[config.mk]
export PLATFORM = sky130hd
export DESIGN_NAME = bmb_ctrl
export DESIGN_NICKNAME = d
export VERILOG_FILES = /design/src/verilog/bmb_pkg.sv /design/src/verilog/bmb_ctrl.sv /design/src/verilog/bmb_leg.sv
export SDC_FILE = /design/constraint.sdc
export NUM_CORES = 1
export LEC_CHECK = 0
export BUFFER_PORTS_ARGS = -buffer_cell sky130_fd_sc_hd__clkbuf_2
export CAP_MARGIN = 20
export CORE_MARGIN = 2
export CORE_UTILIZATION = 50
export DETAILED_ROUTE_END_ITERATION = 16
export PLACE_DENSITY = 0.72
export SYNTH_ARGS = -nofsm -noshare
export SYNTH_HDL_FRONTEND = slang
export SYNTH_SLANG_ARGS = --single-unit
[constraint.sdc]
create_clock -name clk -period 10.3 [get_ports clk]
set_input_delay 2.06 -clock clk [delete_from_list [all_inputs] [get_ports clk]]
set_output_delay 2.06 -clock clk [all_outputs]
set_load 0.01 [all_outputs]
[src/verilog/bmb_pkg.sv]
// Constants of the brushed motor bridge control block.
// Assumes a 250 MHz core clock; times convert to cycles here, except the standby limits.
package bmb_pkg;
  localparam int CLK_PERIOD_PS = 4000;
  // Standby delay, typical and limits, in microseconds
  localparam int STANDBY_TYP_US = 1000;
  localparam int STANDBY_MIN_US = 700;
  localparam int STANDBY_MAX_US = 1500;
  localparam int STANDBY_CYC = STANDBY_TYP_US * 1000000 / CLK_PERIOD_PS;
  // Wake-up bound after standby release, microseconds
  localparam int WAKE_MAX_US = 30;
  localparam int WAKE_CYC = WAKE_MAX_US * 1000000 / CLK_PERIOD_PS;
  // Charge blanking after decay or input change, nanoseconds
  localparam int CHARGE_BLANK_NS = 3600;
  localparam int CHARGE_BLANK_CYC = CHARGE_BLANK_NS * 1000 / CLK_PERIOD_PS;
  // Threshold comparison blanking, nanoseconds
  localparam int THRESH_BLANK_NS = 400;
  localparam int THRESH_BLANK_CYC = THRESH_BLANK_NS * 1000 / CLK_PERIOD_PS;
  // Dead time between leg switches, 200 to 300 ns
  localparam int DEAD_MIN_NS = 200;
  localparam int DEAD_CYC = (DEAD_MIN_NS * 1000 + CLK_PERIOD_PS - 1) /
                            CLK_PERIOD_PS;
  // Fixed off time and its fast-decay share in percent
  localparam int OFF_TIME_NS = 20000;
  localparam int OFF_TIME_CYC = OFF_TIME_NS * 1000 / CLK_PERIOD_PS;
  localparam int FAST_PCT = 50;
  localparam int PCT_FULL = 100;
  localparam int FAST_CYC = OFF_TIME_CYC * FAST_PCT / PCT_FULL;
  // Overcurrent mask in nanoseconds, recovery in microseconds
  localparam int OC_MASK_NS = 1000;
  localparam int OC_MASK_CYC = OC_MASK_NS * 1000 / CLK_PERIOD_PS;
  localparam int OC_RECOVER_US = 1000;
  localparam int OC_RECOVER_CYC = OC_RECOVER_US * 1000000 / CLK_PERIOD_PS;
  localparam int CNT_W = 20;
endpackage

[src/verilog/bmb_ctrl.sv]
// Control logic of a one-channel brushed motor H-bridge.
// Assumes async direction inputs and comparator levels; one clock.
`timescale 1ns/1ps
`default_nettype none
// Overview of operation
// (RULE1) A-only: A high B low; B-only reverse; both high: brake low.
// (RULE2) Both inputs low: all switches off, outputs float; standby later.
// (RULE3) Standby after both inputs low for the standby delay, about 1 ms.
// (RULE4) Host keeps inputs stable during the standby transition window.
// (RULE5) Host keeps both-low at or under 0.7 ms to stay in stop.
// (RULE6) Host holds both-low at least 1.5 ms to reach standby.
// (RULE7) Either input high wakes from standby; outputs follow within 30 us.
// (RULE8) Sense comparator ignored for 3.6 us on each decay-to-charge.
// (RULE9) Threshold comparison also blanked 400 ns near the threshold.
// (RULE10) Every direction input change restarts the charge blanking.
// (RULE11) After threshold: fixed off time, half fast decay, half slow.
// (RULE12) Zero current in fast decay turns all switches off.
// (RULE13) Charge, fast and slow decay switch patterns, mirrored in reverse.
// (RULE14) Dead time of 200 to 300 ns at every leg switching.
// (RULE15) Charge ends once sensed current hits reference/10 over resistance.
// (RULE16) Host keeps input switching rate at or below 400 kHz.
// (RULE17) Overcurrent after mask time: switches off, auto recovery later.
// (RULE18) Thermal or undervoltage trip holds switches off until cleared.
// (RULE19) Charge drives selected direction; recharge after each off time.
// (RULE20) Standby keeps all four switches off until an input goes high.
module bmb_ctrl #(
  parameter int STANDBY_CYC = bmb_pkg::STANDBY_CYC,
  parameter int OC_RECOVER_CYC = bmb_pkg::OC_RECOVER_CYC
) (
  input wire logic clk,
  input wire logic nrst,
  input wire logic direction_input_a,
  input wire logic direction_input_b,
  input wire logic current_threshold_level,
  input wire logic zero_current,
  input wire logic overcurrent_trip,
  input wire logic thermal_trip,
  input wire logic undervoltage_trip,
  output logic high_side_a,
  output logic high_side_b,
  output logic low_side_a,
  output logic low_side_b,
  output logic standby
);
  typedef enum logic [2:0] {
    BMB_STANDBY, BMB_WAKE, BMB_RUN, BMB_FAST, BMB_SLOW, BMB_FLOAT
  } bmb_phase_t;

  typedef struct packed {
    logic [2:0] sa;
    logic [2:0] sb;
    logic [2:0] sthr;
    logic [2:0] szero;
    logic [2:0] soc;
    logic [2:0] sfault;
    bmb_phase_t phase;
    logic [bmb_pkg::CNT_W-1:0] idle;
    logic [bmb_pkg::CNT_W-1:0] tmr;
    logic [bmb_pkg::CNT_W-1:0] blank;
    logic [bmb_pkg::CNT_W-1:0] thr_run;
    logic [bmb_pkg::CNT_W-1:0] oc_run;
    logic [bmb_pkg::CNT_W-1:0] oc_hold;
    logic a;
    logic b;
    logic rev;
    logic wa_h;
    logic wa_l;
    logic wb_h;
    logic wb_l;
  } bmb_ctrl_t;

  bmb_ctrl_t st;
  bmb_ctrl_t next_st;
  logic a_now;
  logic b_now;
  logic thr_now;
  logic zero_now;
  logic oc_now;
  logic fault_now;

  // Filtered levels: valid once second and third stages agree
  assign a_now = (st.sa[1] == st.sa[2]) ? st.sa[2] : st.a;
  assign b_now = (st.sb[1] == st.sb[2]) ? st.sb[2] : st.b;
  assign thr_now = st.sthr[1] && st.sthr[2];
  assign zero_now = st.szero[1] && st.szero[2];
  assign oc_now = st.soc[1] && st.soc[2];
  assign fault_now = st.sfault[1] && st.sfault[2];

  always_comb begin
    next_st = st;
    next_st.sa = {st.sa[1:0], direction_input_a};
    next_st.sb = {st.sb[1:0], direction_input_b};
    next_st.sthr = {st.sthr[1:0], current_threshold_level};
    next_st.szero = {st.szero[1:0], zero_current};
    next_st.soc = {st.soc[1:0], overcurrent_trip};
    next_st.sfault = {st.sfault[1:0], thermal_trip || undervoltage_trip};
    next_st.a = a_now;
    next_st.b = b_now;
    if (st.tmr != '0) begin
      next_st.tmr = st.tmr - 1'b1;
    end
    if (st.blank != '0) begin
      next_st.blank = st.blank - 1'b1;
    end
    // Input edges restart charge blanking, helps direct PWM
    if (a_now != st.a || b_now != st.b) begin
      next_st.blank = bmb_pkg::CNT_W'(bmb_pkg::CHARGE_BLANK_CYC); // RULE10
    end
    // Threshold must persist through its own blanking window
    if (thr_now) begin
      if (st.thr_run != bmb_pkg::CNT_W'(bmb_pkg::THRESH_BLANK_CYC)) begin
        next_st.thr_run = st.thr_run + 1'b1; // RULE9
      end
    end else begin
      next_st.thr_run = '0;
    end
    // Overcurrent mask then fixed recovery hold
    if (oc_now && st.oc_hold == '0) begin
      next_st.oc_run = st.oc_run + 1'b1;
      if (st.oc_run == bmb_pkg::CNT_W'(bmb_pkg::OC_MASK_CYC)) begin
        next_st.oc_hold = bmb_pkg::CNT_W'(OC_RECOVER_CYC); // RULE17
        next_st.oc_run = '0;
      end
    end else begin
      next_st.oc_run = '0;
    end
    if (st.oc_hold != '0) begin
      next_st.oc_hold = st.oc_hold - 1'b1;
    end
    // Both-low timer toward standby
    if (!a_now && !b_now) begin
      if (st.idle != bmb_pkg::CNT_W'(STANDBY_CYC)) begin
        next_st.idle = st.idle + 1'b1; // RULE3
      end
    end else begin
      next_st.idle = '0;
    end
    case (st.phase)
      BMB_STANDBY: begin
        if (a_now || b_now) begin
          next_st.phase = BMB_WAKE; // RULE7
          next_st.tmr = bmb_pkg::CNT_W'(bmb_pkg::DEAD_CYC);
        end
      end
      BMB_WAKE: begin
        // Short settle, far under the wake bound
        if (st.tmr == '0) begin
          next_st.phase = BMB_RUN; // RULE7
          next_st.blank = bmb_pkg::CNT_W'(bmb_pkg::CHARGE_BLANK_CYC);
        end
      end
      BMB_RUN: begin
        next_st.rev = b_now && !a_now;
        if (st.idle == bmb_pkg::CNT_W'(STANDBY_CYC)) begin
          next_st.phase = BMB_STANDBY; // RULE3
        end else if (a_now != b_now && st.blank == '0 &&
                     st.thr_run ==
                     bmb_pkg::CNT_W'(bmb_pkg::THRESH_BLANK_CYC)) begin
          next_st.phase = BMB_FAST; // RULE15 RULE8
          next_st.tmr = bmb_pkg::CNT_W'(bmb_pkg::FAST_CYC); // RULE11
        end
      end
      BMB_FAST: begin
        if (zero_now) begin
          next_st.phase = BMB_FLOAT; // RULE12
          // Float keeps the off time fixed: slow share is added on
          next_st.tmr = next_st.tmr +
                        bmb_pkg::CNT_W'(bmb_pkg::OFF_TIME_CYC -
                                        bmb_pkg::FAST_CYC); // RULE11
        end else if (st.tmr == '0) begin
          next_st.phase = BMB_SLOW; // RULE11
          next_st.tmr = bmb_pkg::CNT_W'(bmb_pkg::OFF_TIME_CYC -
                                        bmb_pkg::FAST_CYC);
        end
      end
      BMB_SLOW, BMB_FLOAT: begin
        // Float still counts out the fixed off time
        if (st.tmr == '0) begin
          next_st.phase = BMB_RUN; // RULE19
          next_st.blank = bmb_pkg::CNT_W'(bmb_pkg::CHARGE_BLANK_CYC); // RULE8
        end
      end
      default: begin
        next_st.phase = BMB_STANDBY;
      end
    endcase
    // Any input change during decay ends it at once, so PWM recharges
    if ((st.phase == BMB_FAST || st.phase == BMB_SLOW ||
         st.phase == BMB_FLOAT) &&
        (a_now == b_now || a_now != st.a || b_now != st.b)) begin // RULE10
      next_st.phase = BMB_RUN;
    end
    // Leg requests; a phase maps to switch pattern per direction
    {next_st.wa_h, next_st.wa_l, next_st.wb_h, next_st.wb_l} = 4'h0;
    case (next_st.phase)
      BMB_RUN: begin
        if (a_now && b_now) begin
          {next_st.wa_l, next_st.wb_l} = 2'h3; // RULE1
        end else if (a_now) begin
          {next_st.wa_h, next_st.wb_l} = 2'h3; // RULE1 RULE13 RULE19
        end else if (b_now) begin
          {next_st.wb_h, next_st.wa_l} = 2'h3; // RULE1 RULE13
        end
      end
      BMB_FAST: begin
        if (next_st.rev) begin
          {next_st.wa_h, next_st.wb_l} = 2'h3; // RULE13
        end else begin
          {next_st.wb_h, next_st.wa_l} = 2'h3; // RULE13
        end
      end
      BMB_SLOW: begin
        {next_st.wa_l, next_st.wb_l} = 2'h3; // RULE13
      end
      default: begin
        // Standby, wake, float: all off RULE2 RULE20
      end
    endcase
    // Protective off, overrides everything
    if (fault_now || st.oc_hold != '0) begin // RULE17 RULE18
      {next_st.wa_h, next_st.wa_l, next_st.wb_h, next_st.wb_l} = 4'h0;
    end
  end

  always_ff @(posedge clk) begin
    if (!nrst) begin
      st <= '0;
      standby <= 1'b1;
    end else begin
      st <= next_st;
      standby <= (next_st.phase == BMB_STANDBY);
    end
  end

  // One leg per output; dead time lives there
  bmb_leg #(.DEAD(bmb_pkg::DEAD_CYC)) u_leg_a (
    .clk(clk),
    .nrst(nrst),
    .want_high(st.wa_h),
    .want_low(st.wa_l),
    .high_on(high_side_a),
    .low_on(low_side_a)
  );
  bmb_leg #(.DEAD(bmb_pkg::DEAD_CYC)) u_leg_b (
    .clk(clk),
    .nrst(nrst),
    .want_high(st.wb_h),
    .want_low(st.wb_l),
    .high_on(high_side_b),
    .low_on(low_side_b)
  );
endmodule // bmb_ctrl
`default_nettype wire

[src/verilog/bmb_leg.sv]
// One half-bridge leg with shoot-through dead time.
// Assumes requested switch states are synchronous to clk.
`timescale 1ns/1ps
`default_nettype none
module bmb_leg #(
  parameter int DEAD = 50
) (
  input wire logic clk,
  input wire logic nrst,
  input wire logic want_high,
  input wire logic want_low,
  output logic high_on,
  output logic low_on
);
  typedef struct packed {
    logic [7:0] dead;
    logic high;
    logic low;
  } bmb_leg_t;
  bmb_leg_t st;
  bmb_leg_t next_st;

  // A switch turns on only after both sat off for the dead time
  always_comb begin
    next_st = st;
    if ((st.high && !want_high) || (st.low && !want_low)) begin
      next_st.high = 1'b0; // RULE14
      next_st.low = 1'b0;
      next_st.dead = 8'(DEAD);
    end else if (st.dead != 8'h00) begin
      next_st.dead = st.dead - 8'h01; // RULE14
    end else if (!st.high && !st.low) begin
      next_st.high = want_high && !want_low;
      next_st.low = want_low && !want_high;
    end
  end

  always_ff @(posedge clk) begin
    if (!nrst) begin
      st <= '0;
    end else begin
      st <= next_st;
    end
  end
  assign high_on = st.high;
  assign low_on = st.low;
endmodule // bmb_leg
`default_nettype wire

==> load_flow_metrics.sql <==
INSERT INTO impl_metrics (metric_group, metric, value, unit) VALUES
('setup_path', 'critPathBufInv', '3', ''),
('floorplanning', 'floorplan.die.width', '136', 'um'),
('yosys', 'synth_most_common_cell', 'sky130_fd_sc_hd__dfxtp_1', ''),
('yosys', 'synth_sequential_area_ratio', '0.391', ''),
('clocking', 'cts-resized-gates', '0', ''),
('yosys', 'yosysWarnings', '0', ''),
('clocking', 'cts_tree', 'yes', ''),
('setup_path', 'critPathTopFamily', 'simple AND/OR/NAND/NOR gates', ''),
('setup_path', 'critPathMaxStageDelay', '0.67', 'ns'),
('power', 'power.total', '2.69', 'mW'),
('floorplanning', 'floorplan.io_pins', '14', ''),
('cells_and_area', 'antenna_cells_inserted', '0', ''),
('yosys', 'synthDominantCellAreaShare', '0.391', ''),
('global_route', 'grt_util_met2', '0.332', ''),
('setup_path', 'timing_worst_setup_path_type', 'reg2reg', ''),
('timing', 'max_freq', '216', 'MHz'),
('timing', 'worst_hold_slack', '0.437', 'ns'),
('drt', 'wl_per_cell', '14.0', 'um'),
('hold_path', 'hold_depth', '1', ''),
('cells_and_area', 'layout_cell_share_with_drive_strength_beyond_1', '0.0642', ''),
('cells_and_area', 'layout-area-overhead-vs-synth', '9.49', '%'),
('yosys', 'syn_avg_cell_area', '8.17', 'um2'),
('yosys', 'synth_top_cell_by_area', 'sky130_fd_sc_hd__dfxtp_1', ''),
('floorplanning', 'initial_utilization', '0.505', ''),
('cells_and_area', 'fin_cells', '1299', ''),
('timing', 'finClkSkew', '0.00824', 'ns'),
('drt', 'drtIter0Drc', '544', ''),
('clocking', 'worst_skew_pair.late_latency', '0.43', 'ns'),
('clocking', 'cts.sinks', '169', ''),
('setup_path', 'capture_instance_of_the_worst_register_to_register_path', 'st[99]$_SDFF_PN0_', ''),
('drt', 'route.detailed.vias_per_inst', '5.70', ''),
('floorplanning', 'core-area', '17100', 'um2'),
('global_route', 'first_pass_grt_wire_length', '31.1', 'mm'),
('yosys', 'post_synth_instance_area', '8650', 'um2'),
('cells_and_area', 'postLayoutCoreUtil', '0.553', ''),
('floorplanning', 'floorplan.die.height', '136', 'um'),
('global_route', 'use_met3', '0.0415', ''),
('floorplanning', 'rows', '48', ''),
('timing', 'grt_setup_unrepaired', 'no', ''),
('clocking', 'cts_hold_buf', '0', ''),
('timing', 'layout_worst_path_cycle_share', '0.450', ''),
('yosys', 'synth_ff_type', 'sky130_fd_sc_hd__dfxtp_1', ''),
('setup_path', 'worst-path-max-fanout', '18', ''),
('timing', 'timing_worst_slew_pin_value', '0.937', 'ns'),
('hold_path', 'worst_hold_path_type', 'reg2reg', ''),
('timing', 'max_slew_margin', '0.370', ''),
('clocking', 'postCtsSetupRepairBufs', '0', ''),
('power', 'cell_leakage_power', '3.43', 'nW'),
('yosys', 'synth_common_cells', 'sky130_fd_sc_hd__dfxtp_1 (169), sky130_fd_sc_hd__nor2_1 (162), sky130_fd_sc_hd__nand2_1 (82), sky130_fd_sc_hd__nand3_1 (62), sky130_fd_sc_hd__a21oi_1 (60)', ''),
('global_route', 'grt_start_max_net_pins', '45', ''),
('global_route', 'total_routing_usage_reported_by_global_routing', '0.206', ''),
('cells_and_area', 'final_net_count', '1091', ''),
('yosys', 'postSynth.asyncResetShare', '0', ''),
('setup_path', 'critPathRequiredTime', '10.68', 'ns'),
('setup_path', 'timing.reg2reg.setup_slack', '5.67', 'ns'),
('setup_path', 'worstSetupStartpointType', 'flop', ''),
('clocking', 'cts.reportedPaths.clkPinSlew', '0.07', 'ns'),
('global_route', 'grt_antenna_before_repair', '0', ''),
('yosys', 'synthesis.nets', '1088', ''),
('run_status', 'status', 'complete, no violations', ''),
('power', 'powerDensity', '284', 'nW/um2'),
('clocking', 'ctsRootBufferMaster', 'sky130_fd_sc_hd__clkbuf_16', ''),
('timing', 'hold_violations', '0', ''),
('job', 'maxCapViolCount', '0', ''),
('setup_path', 'critPathArrivalTime', '5.01', 'ns'),
('timing', 'finalMaxSlewViolations', '0', ''),
('drt', 'drt-total-wl', '18.2', 'mm'),
('power', 'max-vdd-ir-drop', '172', 'uV'),
('setup_path', 'rr_startpoint', 'st[87]$_SDFF_PN0_', ''),
('yosys', 'post_synth_inst_count', '1058', ''),
('drt', 'drt_pre_antenna_iters', '5', '');
-- logic make-up after synthesis --
logic type / Yosys count / synth area share
adders and majority gates: 22 / 0.0315
xor gates and xnor gates: 89 / 0.0901
buffers and inverters: 69 / 0.0315
DFF: 169 / 0.391
and+or+nand+nor: 506 / 0.300
AOI/OAI and AO/OA: 193 / 0.144
muxes: 10 / 0.0116
-- state kept, by name (all words and copies together) (netlist names) --
| signal | count |
|---|---|
| st | 136 |
| next_st | 12 |
| standby | 1 |
| u_leg_a.low_on | 1 |
| u_leg_b.high_on | 1 |
| u_leg_a.st | 8 |
| u_leg_b.low_on | 1 |
| u_leg_b.st | 8 |
| u_leg_a.high_on | 1 |
-- cell usage in the layout, fill, tap and decap left out, drive strengths merged, types with 5 or more instances in the layout --
master,instances
o21a,5
o211ai,12
clkbuf,30
nand2b,12
ha,21
nor3,25
clkinv,5
nand4,12
o31ai,14
nand2,82
and3,11
a31oi,11
xnor2,40
o21ai,40
nand3b,6
nor3b,5
or3,19
a21oi,60
inv,43
dfxtp,169
or4,16
a211oi,6
xor2,49
nor4b,10
and2,33
nor2,163
nand3,63
or2,8
mux2i,10
nor4,28
-- layer usage --
metal	vias to the layer above	share of wire	routed length, um
met4	0	0.022	401
li1	3766	-	-
met2	160	0.46	8410
met1	3448	0.48	8670
met5	-	0	0
met3	34	0.040	732
-- how the worst max path moves through the flow --
| stage | cells past startpoint | start | to |
|---|---|---|---|
| floorplan | 16 | st[87]$_SDFF_PN0_ | st[99]$_SDFF_PN0_ |
| global placement | 15 | st[87]$_SDFF_PN0_ | st[99]$_SDFF_PN0_ |
| detailed placement | 15 | st[87]$_SDFF_PN0_ | st[99]$_SDFF_PN0_ |
| CTS | 15 | st[87]$_SDFF_PN0_ | st[99]$_SDFF_PN0_ |
| global route | 15 | st[87]$_SDFF_PN0_ | st[99]$_SDFF_PN0_ |
| finish | 15 | st[87]$_SDFF_PN0_ | st[99]$_SDFF_PN0_ |
-- metrics by stage --
| stage | setup slack, ns | area [um2] |
|---|---|---|
| 2_1_floorplan | 6.83 | 8650 |
| 3_3_place_gp | 5.94 | 8890 |
| 3_5_place_dp | 5.80 | 8890 |
| 4_1_cts | 5.75 | 9470 |
| 5_1_grt | 5.34 | 9470 |
| 6_report | 5.67 | 9470 |
-- power by group --
| part | switching, mW | total [mW] | leakage [nW] | internal [mW] |
|---|---|---|---|---|
| Clock | 0.287 | 0.630 | 0.283 | 0.343 |
| Sequential | 0.141 | 0.918 | 1.38 | 0.777 |
| Combinational | 0.682 | 1.14 | 1.77 | 0.460 |
-- layout make-up --
type,instances,area [um2]
Fill cell,1607,7650
Multi-Input combinational cell,820,4990
Sequential cell,169,3380
Clock buffer,17,425
Tap cell,225,282
Clock inverter,15,156
Inverter,36,135
Timing Repair Buffer,17,95.1
-- worst reg2reg max path: cells and delay by family (launching register included) --
family / cells / cell delay [ns]
mux: 1 / 0.40
simple gates: 7 / 2.43
flops: 1 / 0.38
buf+inv: 3 / 0.49
xor+xnor: 1 / 0.18
fa+ha+maj: 2 / 0.39
compound gates: 1 / 0.31
Power figures use the tool's default switching activity.
